File: src/rtl/pia_defs.svh
// constants for the prioritized interrupt arbiter
`ifndef PIA_DEFS_SVH
`define PIA_DEFS_SVH
`define PIA_OFF_MASK 3'h0
`define PIA_OFF_RANK 3'h1
`define PIA_OFF_TICK 3'h2
`define PIA_OFF_STAT 3'h3
`define PIA_MASK_MSB 7
`define PIA_MASK_LSB 5
`define PIA_MASK_RST 3'h7
`define PIA_RANK_RST 4'hf
`define PIA_RANK_NONE 4'h0
`define PIA_BMON_BIT 7
`define PIA_BMON_RST 1'h1
`define PIA_TICK_MSB 10
`define PIA_TICK_LSB 8
`define PIA_TICK_RST 16'h0000
`define PIA_BMON_CYC 8'h40
`define PIA_SPUR_VEC 8'h18
`define PIA_AUTO_BASE 8'h18
`define PIA_FC_CPU 3'h7
`define PIA_ADDR_HI 20'hfffff
`define PIA_NMI_LVL 3'h7
`endif

File: src/rtl/pia_pkg.sv
// types for the prioritized interrupt arbiter
package pia_pkg;
  localparam int PIA_NMOD = 2;
  typedef enum logic [1:0] {
    PIA_IDLE,
    PIA_ARB,
    PIA_EXT,
    PIA_DONE
  } pia_state_type;
endpackage

File: src/rtl/pia_arbiter.sv
// interrupt recognition, acknowledge and rank arbitration
`timescale 1ns/1ns
`include "pia_defs.svh"
module pia_arbiter (
  // clock and reset
  input wire logic mclk,
  input wire logic reset,
  // register port
  input wire logic [2:0] reg_addr,
  input wire logic [15:0] reg_wdata,
  input wire logic reg_wr,
  input wire logic reg_rd,
  output logic [15:0] reg_rdata,
  // cpu side
  input wire logic at_boundary,
  output logic [2:0] priority_mask_field,
  output logic vec_valid,
  output logic [7:0] vec_num,
  output logic [8:0] vec_addr,
  output logic spurious,
  // request sources
  input wire logic [7:1] irq_n,
  input wire logic tick_req,
  input wire logic [pia_pkg::PIA_NMOD*3-1:0] mod_level,
  input wire logic [pia_pkg::PIA_NMOD*4-1:0] mod_rank,
  input wire logic [pia_pkg::PIA_NMOD*8-1:0] mod_vector,
  output logic [pia_pkg::PIA_NMOD-1:0] mod_ack,
  output logic int_term,
  // external bus
  output logic [23:0] addr_out,
  output logic [2:0] function_code,
  output logic ext_iack,
  output logic cs_match_en,
  input wire logic [7:0] data_in,
  input wire logic [1:0] data_size_acknowledge_n,
  input wire logic autovector_request_n,
  input wire logic bus_error_input_n,
  output logic bus_error_out
);
  import pia_pkg::*;

  // ----------------------------------------
  // decode helpers
  // ----------------------------------------
  function automatic logic [2:0] top_level(input logic [7:1] r);
    logic [2:0] lv;
    lv = 3'h0;
    for (int k = 1; k <= 7; k++) begin
      if (r[k]) begin
        lv = k[2:0];
      end
    end
    return lv;
  endfunction

  pia_state_type state;
  logic [2:0] mask, cur_lvl, next_lvl, tick_lvl;
  logic [3:0] siu_rank, siu_eff, best_rank, win_rank;
  logic [7:0] tmo, last_vec, best_vec;
  logic [7:1] samp_low, req_valid, req_all, eligible;
  logic [15:0] tick_ctrl;
  logic bmon_en, valid7_d, nmi_pend, last_spur, mask_wr, tick_on, start, tick_at, ext_at, siu_wins;
  logic [PIA_NMOD-1:0] best_hot;
  logic [PIA_NMOD*4-1:0] mod_cont;
  logic [PIA_NMOD*7-1:0] mod_req;

  assign mask_wr = reg_wr && (reg_addr == `PIA_OFF_MASK);
  assign priority_mask_field = mask;

  // ----------------------------------------
  // request sampling
  // ----------------------------------------
  // two-sample qualification
  always_ff @(posedge mclk) begin
    if (reset) begin
      samp_low <= 7'h00;
      req_valid <= 7'h00;
    end else begin
      samp_low <= ~irq_n;
      req_valid <= ~irq_n & samp_low;
    end
  end

  // level seven edge and mask write
  always_ff @(posedge mclk) begin
    if (reset) begin
      valid7_d <= 1'b0;
      nmi_pend <= 1'b0;
    end else begin
      valid7_d <= req_valid[7];
      if ((req_valid[7] && !valid7_d) || (mask_wr && req_valid[7])) begin
        nmi_pend <= 1'b1;
      end else if (start && next_lvl == `PIA_NMI_LVL) begin
        nmi_pend <= 1'b0;
      end
    end
  end

  assign tick_lvl = tick_ctrl[`PIA_TICK_MSB:`PIA_TICK_LSB];
  assign tick_on = tick_req && (tick_lvl != 3'h0);

  // ----------------------------------------
  // per-level request and mask
  // ----------------------------------------
  genvar gi;
  genvar gk;
  generate
    for (gi = 0; gi < PIA_NMOD; gi++) begin : g_mod
      for (gk = 1; gk <= 7; gk++) begin : g_lv
        assign mod_req[gi*7+gk-1] = (mod_level[gi*3 +: 3] == 3'(gk));
      end
      // only sources at the acknowledged level contend
      assign mod_cont[gi*4 +: 4] =
        (state == PIA_ARB && mod_level[gi*3 +: 3] == cur_lvl) ? mod_rank[gi*4 +: 4] : 4'h0;
    end
    for (gk = 1; gk <= 7; gk++) begin : g_level
      logic any_mod;
      always_comb begin
        any_mod = 1'b0;
        for (int m = 0; m < PIA_NMOD; m++) begin
          any_mod = any_mod | mod_req[m*7+gk-1];
        end
      end
      if (gk == 7) begin : g_top
        assign req_all[gk] = nmi_pend | any_mod | (tick_on && tick_lvl == 3'(gk));
        assign eligible[gk] = req_all[gk];
      end else begin : g_low
        assign req_all[gk] = req_valid[gk] | any_mod | (tick_on && tick_lvl == 3'(gk));
        assign eligible[gk] = req_all[gk] && (3'(gk) > mask);
      end
    end
  endgenerate

  assign next_lvl = top_level(eligible);
  assign start = (state == PIA_IDLE) && at_boundary && (next_lvl != 3'h0);

  // ----------------------------------------
  // rank contention
  // ----------------------------------------
  assign tick_at = tick_on && (tick_lvl == cur_lvl);
  assign ext_at = (cur_lvl == `PIA_NMI_LVL) ? req_valid[7] : req_valid[cur_lvl];
  // integration unit stands for all external sources
  assign siu_eff = (state == PIA_ARB && (tick_at || ext_at)) ? siu_rank : `PIA_RANK_NONE;

  always_comb begin
    best_rank = 4'h0;
    best_hot = '0;
    best_vec = 8'h00;
    for (int m = 0; m < PIA_NMOD; m++) begin
      if (mod_cont[m*4 +: 4] > best_rank) begin
        best_rank = mod_cont[m*4 +: 4];
        best_hot = '0;
        best_hot[m] = 1'b1;
        best_vec = mod_vector[m*8 +: 8];
      end
    end
  end

  assign siu_wins = (siu_eff != 4'h0) && (siu_eff >= best_rank);
  assign win_rank = siu_wins ? siu_eff : best_rank;

  // ----------------------------------------
  // acknowledge sequence
  // ----------------------------------------
  always_ff @(posedge mclk) begin
    if (reset) begin
      state <= PIA_IDLE;
      cur_lvl <= 3'h0;
      tmo <= 8'h00;
      vec_num <= 8'h00;
      spurious <= 1'b0;
      int_term <= 1'b0;
      bus_error_out <= 1'b0;
      mod_ack <= '0;
    end else begin
      bus_error_out <= 1'b0;
      mod_ack <= '0;
      case (state)
        PIA_IDLE: begin
          int_term <= 1'b0;
          if (start) begin
            cur_lvl <= next_lvl;
            state <= PIA_ARB;
          end
        end
        PIA_ARB: begin
          tmo <= 8'h00;
          // no contender ends early with bus error
          if (win_rank == 4'h0) begin
            vec_num <= `PIA_SPUR_VEC;
            spurious <= 1'b1;
            bus_error_out <= 1'b1;
            int_term <= 1'b0;
            state <= PIA_DONE;
          end else if (!siu_wins) begin
            vec_num <= best_vec;
            spurious <= 1'b0;
            int_term <= 1'b1;
            mod_ack <= best_hot;
            state <= PIA_DONE;
          end else if (tick_at) begin
            vec_num <= tick_ctrl[7:0];
            spurious <= 1'b0;
            int_term <= 1'b1;
            state <= PIA_DONE;
          end else begin
            state <= PIA_EXT;
          end
        end
        PIA_EXT: begin
          if (data_size_acknowledge_n != 2'h3) begin
            vec_num <= data_in;
            spurious <= 1'b0;
            state <= PIA_DONE;
          end else if (!autovector_request_n) begin
            vec_num <= `PIA_AUTO_BASE + {5'h00, cur_lvl};
            spurious <= 1'b0;
            state <= PIA_DONE;
          end else if (!bus_error_input_n) begin
            vec_num <= `PIA_SPUR_VEC;
            spurious <= 1'b1;
            state <= PIA_DONE;
          end else if (bmon_en && tmo == `PIA_BMON_CYC) begin
            vec_num <= `PIA_SPUR_VEC;
            spurious <= 1'b1;
            bus_error_out <= 1'b1;
            state <= PIA_DONE;
          end else begin
            tmo <= tmo + 8'h01;
          end
        end
        PIA_DONE: begin
          state <= PIA_IDLE;
        end
        default: begin
          state <= PIA_IDLE;
        end
      endcase
    end
  end

  assign vec_valid = (state == PIA_DONE);
  // vector table in lowest 512 bytes
  assign vec_addr = {vec_num, 1'b0};
  // external bus only if integration unit wins
  assign ext_iack = (state == PIA_EXT);
  // chip-select match on external cycles only
  assign cs_match_en = ext_iack;

  always_ff @(posedge mclk) begin
    if (reset) begin
      addr_out <= 24'h000000;
      function_code <= 3'h0;
    end else if (start) begin
      addr_out <= {`PIA_ADDR_HI, next_lvl, 1'b1};
      function_code <= `PIA_FC_CPU;
    end else if (state == PIA_DONE) begin
      addr_out <= 24'h000000;
      function_code <= 3'h0;
    end
  end

  // ----------------------------------------
  // registers
  // ----------------------------------------
  // mask reset to seven
  always_ff @(posedge mclk) begin
    if (reset) begin
      mask <= `PIA_MASK_RST;
    end else if (start) begin
      mask <= next_lvl;
    end else if (mask_wr) begin
      mask <= reg_wdata[`PIA_MASK_MSB:`PIA_MASK_LSB];
    end
  end

  // integration unit rank resets to fifteen
  always_ff @(posedge mclk) begin
    if (reset) begin
      siu_rank <= `PIA_RANK_RST;
      bmon_en <= `PIA_BMON_RST;
      tick_ctrl <= `PIA_TICK_RST;
    end else if (reg_wr) begin
      if (reg_addr == `PIA_OFF_RANK) begin
        siu_rank <= reg_wdata[3:0];
        bmon_en <= reg_wdata[`PIA_BMON_BIT];
      end
      if (reg_addr == `PIA_OFF_TICK) begin
        tick_ctrl <= {5'h00, reg_wdata[10:0]};
      end
    end
  end

  always_ff @(posedge mclk) begin
    if (reset) begin
      last_vec <= 8'h00;
      last_spur <= 1'b0;
    end else if (state == PIA_DONE) begin
      last_vec <= vec_num;
      last_spur <= spurious;
    end
  end

  always_ff @(posedge mclk) begin
    if (reset) begin
      reg_rdata <= 16'h0000;
    end else if (reg_rd) begin
      case (reg_addr)
        `PIA_OFF_MASK: reg_rdata <= {8'h00, mask, 5'h00};
        `PIA_OFF_RANK: reg_rdata <= {8'h00, bmon_en, 3'h0, siu_rank};
        `PIA_OFF_TICK: reg_rdata <= tick_ctrl;
        `PIA_OFF_STAT: reg_rdata <= {3'h0, last_spur, last_vec, nmi_pend, cur_lvl};
        default: reg_rdata <= 16'h0000;
      endcase
    end else begin
      reg_rdata <= 16'h0000;
    end
  end
endmodule

File: config.mk
export PLATFORM = sky130hd
export DESIGN_NAME = pia_arbiter
export DESIGN_NICKNAME = d
export VERILOG_FILES = /design/src/rtl/pia_pkg.sv /design/src/rtl/pia_arbiter.sv
export VERILOG_INCLUDE_DIRS = /design/src /design/src/rtl
export SDC_FILE = /design/constraint.sdc
export NUM_CORES = 1
export LEC_CHECK = 0
export ABC_CLOCK_PERIOD_IN_PS = 5200
export BUFFER_PORTS_ARGS = -buffer_cell sky130_fd_sc_hd__clkbuf_2
export CAP_MARGIN = 20
export CORE_UTILIZATION = 52
export CTS_CLUSTER_DIAMETER = 120
export DETAILED_ROUTE_END_ITERATION = 10
export PLACE_DENSITY = 0.8
export SETUP_SLACK_MARGIN = 0.05
export SLEW_MARGIN = 20
export SYNTH_ARGS = -nofsm -noshare
export SYNTH_HDL_FRONTEND = slang
export SYNTH_SLANG_ARGS = --single-unit
File: constraint.sdc
create_clock -name mclk -period 5.2 [get_ports mclk]
set_clock_uncertainty 0.05 [all_clocks]
set_input_delay 0.78 -clock mclk [delete_from_list [all_inputs] [get_ports mclk]]
set_output_delay 0.78 -clock mclk [all_outputs]
set_load 0.005 [all_outputs]
==> impl_results.md, run 1 <==
* Cts bufs inserted at 9
* CTS tree: yes
* Cell taking the most area after synthesis: dfxtp_1
* Worst Path Required at ~5500 ps
* Mapped Cells at a little under 600
* Setup crit start: state[1]
* Period utilisation layout at about 89%
* WL final at roughly 13 mm
* Critical path depth at 18
* Gpl congestion at slightly above 0.9
* Setup Buffers After CTS at 0
* Final slew viol count at 0
* Placeable Area at between 9000 and 10000 um2
* Clock buffer depth at 2
* Register area share after synthesis at a little over a third
* RR Endpoint: spurious
* PwrDens at around 360 nW/um2
* Area delta synth->final at 12.7%
* Antenna violations before repair at 0
* Die X at roughly 99 um
* Fillcell total at 800
* Crit path cell chain: inv_1, ha_1, and4_1, and2_1, ha_1, and4_1, a21oi_1, buf_4, nand3_1, o21ai_0, ha_1, nor3b_1, o21bai_1, a21oi_1, or3_1, nand3_2, a211o_1, a21oi_1
* Initial Utilization at 53.2%
* Synthesized flop and latch total at between 80 and 90
* Leak at 2.39 nW
* Largest stage delay, worst path at approximately 440 ps
* Final setup viols at 0
* Fmax at 217 MHz
* Hold buffers post-CTS at 0
* Post-route setup TNS at 0 ps
* Synth cell types at between 70 and 80
* Crit-path slowest cell: ha_1
* Worst Tran Pin Value at roughly 840 ps
* Vias/cell at a little under 6
* Hold Crit Class: flip-flop to flip-flop
* Design area at between 5000 and 6000 um2
* Htree depth at 3
* R2r setup slk at 590 ps
* Insertion delay to the later sink of the worst-skew pair at approximately 370 ps
* PortBufs at roughly 140
* Antenna diodes at 0
* Clock input transition at the sequential cells of the worst setup and hold paths at 110 ps
* Drt first pass iters at 5
* Hold path startpoint: samp_low[7]
* Starting DRT DRC Count at 384
* Total power at approximately 0.002 W
* Die ar. at approximately 9800 um2
* Crit-path max FO at 15
* Crit path buf inv count at 2
* VDD IR max at around 0.00023 V
* Total number of vias at between 4000 and 5000
* Status: complete, no violations
* Worst setup margin at between 500 and 600 ps
* Synth Flop Type: dfxtp_1
* CTS root buffer: clkbuf_8
* Fin nets at ~760
* Total clock sinks at between 80 and 90
* Total track usage at 26.8%
* Startpoint types: flip-flop
* Max-slew headroom at 43.9%
* Vias in the first global route at 4124
* Fraction of layout cells with a size suffix above 1 at a little over a quarter
* Critical path's top delay family: simple AND/OR/NAND/NOR gates
* Crit end category: flip-flop
* Final hold vios at 0
* DP HPWL at ~10 mm
* Global route overflow at 0
* CP arrival at about 4900 ps
* Crit path time final at 4610 ps
* Syn avg cell area at approximately 8.4 um2
* # Max-Cap Violations at 0
* Area of the multi-input gates at 2660 um2
* Post-synth EDFFs at 0
* Crit path capture: spurious
* Seq. cell area at about 1700 um2
* First-pass GRT wire length at 20.4 mm
* Largest cells by area after synthesis: dfxtp_1, buf_4, nand2_1, nor2_1, mux2i_1
* Post-Place Cell Area at about 5300 um2
* Ys async rst share at 0%
* WS Path Type: flip-flop to flip-flop
* Worst r2r src: state[1]
* Yosys warnings at 0
* Die height at 99.0 um
* Row Count at 35
* Synth top area share at a little over a third
* Post-route ant nets at 0
* Largest net degree at the start of global routing at 34
* Worst slack at placement at between 400 and 500 ps
* Remaining DRCs at 0
* PostCTS Resize Cnt at 0
* Wire per inst at between 15 and 20 um
* Mapped cell area at 4890 um2
* Io pins at around 150
* Depth of the most critical reg-to-reg path at 18
* RSZ-0062 raised after global routing: false
==> Yosys cell counts, types with 7 or more instances <==
cell and instances:
and3_1 12, nand2_1 72, inv_1 14, mux2i_1 21, and2_1 11, a31oi_1 7, clkbuf_1 16, nand3b_1 9
buf_4 39, nor3_1 9, xnor2_1 9, nand3_1 21, nor2_1 61, dfxtp_1 87, buf_2 7, a21oi_1 40
o211ai_1 8, ha_1 15
==> cells in the final DEF, fill, tap and decap left out, drive strengths merged, types with 11 or more instances in the layout <==
cell type / n
clkbuf: 144
a21oi: 41
nand3: 22
ha: 15
and2: 11
and3: 12
dfxtp: 87
nor2: 61
inv: 19
nand2: 72
o21ai: 12
mux2i: 22
==> cell families (layout without fill, tap and decap cells) <==
kind of cell	Yosys count	count (layout)	synth area share (%)
adders and majority gates	15	15	3.84
xor gates and xnor gates	14	14	2.51
and+or+nand+nor	246	246	25.9
other	1	4	0.0767
DFF	87	87	35.6
buffers and inverters	85	172	10.2
muxes	26	26	6.22
AOI/OAI and AO/OA	108	108	15.7
==> layout make-up <==
| type | count | share of cell area, % |
|---|---|---|
| Multi-Input combinational cell | 413 | 48.3 |
| Sequential cell | 87 | 31.6 |
| Clock buffer | 9 | 2.25 |
| Clock inverter | 7 | 1.36 |
| Inverter | 17 | 1.16 |
| Timing Repair Buffer | 139 | 12.8 |
| Tap cell | 111 | 2.52 |
==> metal layers <==
layer,vias to the layer above,GRT usage [%],share of wire (%)
met5,-,3.59,0.34
met1,2128,35.5,43
met2,256,42.7,45
met3,29,5.39,9.1
met4,2,10.2,2.5
li1,2177,-,-
==> registers in the layout, summed over array words and instances (netlist names), 2 cells and up <==
name and flops:
priority_mask_field 3, tick_ctrl 11, addr_out 4, cur_lvl 3, tmo 8, siu_rank 4
last_vec 8, samp_low 7, state 2, vec_num 8, reg_rdata 13, req_valid 7
mod_ack 2
==> report_power, final <==
group	leakage, nW	total, W	switching (W)	internal (W)
Clock	0.0985	0.000476	0.000286	0.000190
Combinational	1.59	0.000697	0.000400	0.000296
Sequential	0.708	0.000821	0.0000941	0.000727
==> stage by stage <==
| step | instances | hold WS [ps] | util, % |
|---|---|---|---|
| 2_1_floorplan | 585 | 356 | - |
| 3_3_place_gp | 767 | 364 | 57.8 |
| 3_5_place_dp | 767 | 364 | 57.8 |
| 4_1_cts | 783 | 386 | 59.9 |
| 5_1_grt | 783 | 394 | 59.9 |
| 6_report | 783 | 384 | 59.9 |
==> worst min-delay path by stage <==
stage | depth (start not counted) | slack [ps] | to
finish | 1 | 380 | req_valid[7]
global route | 1 | 390 | req_valid[7]
CTS | 1 | 390 | req_valid[7]
detailed placement | 1 | 360 | req_valid[7]
global placement | 1 | 360 | req_valid[5]
floorplan | 1 | 360 | req_valid[1]
Note: power is estimated with default switching activity, not from simulation.
==> inputs of run 2 (changes only) <==
--- a/config.mk
+++ b/config.mk
@@ -9,6 +9,7 @@
 export ABC_CLOCK_PERIOD_IN_PS = 5200
 export BUFFER_PORTS_ARGS = -buffer_cell sky130_fd_sc_hd__clkbuf_2
 export CAP_MARGIN = 20
+export CORE_MARGIN = 2
 export CORE_UTILIZATION = 52
 export CTS_CLUSTER_DIAMETER = 120
 export DETAILED_ROUTE_END_ITERATION = 10
==> run 2 against run 1 <==
Effect of this change:
- core utilization barely moved
- die area is 4.1% higher
- via count shrank 2.2%
- non-clock buffer count unchanged
- fmax shrank 1.2%
- final cell count stayed put
- combinational power about the same
- critical path type unchanged
- critical endpoint unchanged
==> impl_results.md, run 2 (same netlist as run 1, synthesis figures left out) <==
* Vias/cell at approximately 5.7
* First-pass GRT wire length at about 20 mm
* Setup Buffers After CTS at 0
* Clock input transition at the sequential cells of the worst setup and hold paths at between 100 and 150 ps
* Worst Path Required at between 5000 and 6000 ps
* Global route overflow at 0
* Most common cell after layout, fill and taps aside: clkbuf_2
* Setup crit start: cur_lvl[2]
* Max reg flops at 13
* Io pins at around 150
* Antenna diodes at 0
* Post-route ant nets at 0
* Sequential share of power at 41.0%
* Starting DRT DRC Count at 301
* Die ar. at a little over 10000 um2
* Post-Place Cell Area at 5310 um2
* Placeable Area at about 9200 um2
* Commonest cells after routing, fill and taps aside: clkbuf_2, dfxtp_1, nand2_1
* Switch share at between 30% and 40%
* Worst r2r src: cur_lvl[2]
* Largest registers: reg_rdata x13, tick_ctrl x11
* Clk pwr share at a little under a quarter
* PwrDens at 361 nW/um2
* Largest net degree at the start of global routing at 56
* Vias in the first global route at ~4000
* Remaining DRCs at 0
* Wire per inst at roughly 17 um
* Total clock sinks at between 80 and 90
* Final setup viols at 0
* Gate power share at about a third
* # Max-Cap Violations at 0
* Fin nets at 756
* Insertion delay to the later sink of the worst-skew pair at approximately 370 ps
* Clock buffer depth at 2
* WL final at ~13 mm
* Fillcell total at roughly 820
* Hold Crit Class: flip-flop to flip-flop
* Cts bufs inserted at 9
* Pint at 0.00121 W
* Post-route setup TNS at 0 ps
* CTS tree: yes
* Fmax at about 210 MHz
* Status: complete, no violations
* Design area at roughly 5500 um2
* Die X at 101 um
* Total number of vias at between 4000 and 5000
* Fraction of layout cells with a size suffix above 1 at 26.3%
* Startpoint types: flip-flop
* DP HPWL at about 9.8 mm
* Worst slack at placement at around 400 ps
* WS Path Type: flip-flop to flip-flop
* Max-slew headroom at ~47%
* CTS root buffer: clkbuf_8
* Leak at ~2.4 nW
* Area delta synth->final at 12.7%
* NetSw at 0.000778 W
* VDD IR max at between 0.0002 and 0.0003 V
* CP arrival at approximately 4900 ps
* R2r setup slk at roughly 530 ps
* Worst setup margin at between 500 and 600 ps
* Final slew viol count at 0
* Die height at approximately 100 um
* Crit path capture: spurious
* Crit end category: flip-flop
* Depth of the most critical reg-to-reg path at 18
* Drt first pass iters at 5
* Worst Tran Pin Value at about 800 ps
* Gpl congestion at approximately 0.89
* Htree depth at 3
* Hold path depth at 1
* Most flops, register: reg_rdata
* Initial Utilization at about 53%
* Final hold vios at 0
* Total track usage at 25.6%
* Period utilisation layout at about 90%
* Crit path time final at ~4700 ps
* Crit-path max FO at 24
* RR Endpoint: spurious
* PortBufs at ~140
* Antenna violations before repair at 0
* RSZ-0062 raised after global routing: false
* Row Count at 35
==> run 2: changes by cell type in the layout (fill, tap and decap cells not counted) <==
cell / previous run / this run
ha_2: 0 / 1
inv_6: 1 / 2
inv_8: 3 / 2
ha_1: 15 / 14
clkinv_4: 1 / 2
clkinvlp_4: 1 / 0
==> run 2: per-layer routing <==
metal | global-route usage [%] | up-vias | part of all wire [%]
li1 | - | 2173 | -
met1 | 34.7 | 2059 | 43
met2 | 41.4 | 240 | 46
met3 | 4.02 | 17 | 9.2
met4 | 9.46 | 0 | 1.9
met5 | 0 | - | 0
==> run 2: stage by stage <==
step / instances / utilization [%] / total power, W / hold WS, ps
after floorplan: 585 / - / 0.00137 / 356
after global routing: 783 / 59.9 / 0.00211 / 391
after CTS: 783 / 59.9 / 0.00199 / 383
after global placement: 767 / 57.8 / 0.00150 / 363
final: 783 / 59.9 / 0.00199 / 381
after detailed placement: 767 / 57.8 / 0.00152 / 361
==> run 2: what timing repair did <==
action | in CTS | in global routing
setup endpoints to repair | 0 | 2
gates resized for setup | 0 | 1
hold buffers | 0 | 0
==> run 2: worst min-delay path by stage <==
stage,startpoint,to,slack [ps]
final,samp_low[7],req_valid[7],380
after global routing,samp_low[7],req_valid[7],390
after CTS,samp_low[7],req_valid[7],380
after detailed placement,samp_low[7],req_valid[7],360
after global placement,samp_low[5],req_valid[5],360
after floorplan,samp_low[1],req_valid[1],360
==> run 2: area by class of cell <==
| cell class | instances | area [um2] | share of cell area, % |
|---|---|---|---|
| multi-input cells | 413 | 2670 | 48.3 |
| flip-flops and latches | 87 | 1740 | 31.6 |
| clock buffers | 9 | 124 | 2.25 |
| inverters | 17 | 63.8 | 1.16 |
| clock inverters | 7 | 73.8 | 1.34 |
| repair buffers | 139 | 706 | 12.8 |
| well taps | 111 | 139 | 2.52 |
==> run 2: power groups by stage <==
stage | clock network, W | logic [W] | registers [W]
6_report | 0.000474 | 0.000699 | 0.000816
5_1_grt | 0.000504 | 0.000776 | 0.000825
4_1_cts | 0.000480 | 0.000692 | 0.000815
3_5_place_dp | 0 | 0.000688 | 0.000831
3_3_place_gp | 0 | 0.000674 | 0.000827
2_1_floorplan | 0 | 0.000574 | 0.000793
==> run 2: critical path: stages, from the launching register on <==
cell,delay [ps]
dfxtp_1,700
xnor2_1,190
and4_1,370
and2_1,210
ha_1,240
nor2b_1,130
o211ai_1,160
a21oi_1,90
buf_4,220
nand3_1,100
o21ai_0,90
ha_1,290
nor3b_1,200
o21bai_1,100
a21oi_1,250
or3_1,310
nand3_2,370
a211o_1,390
a21oi_1,140
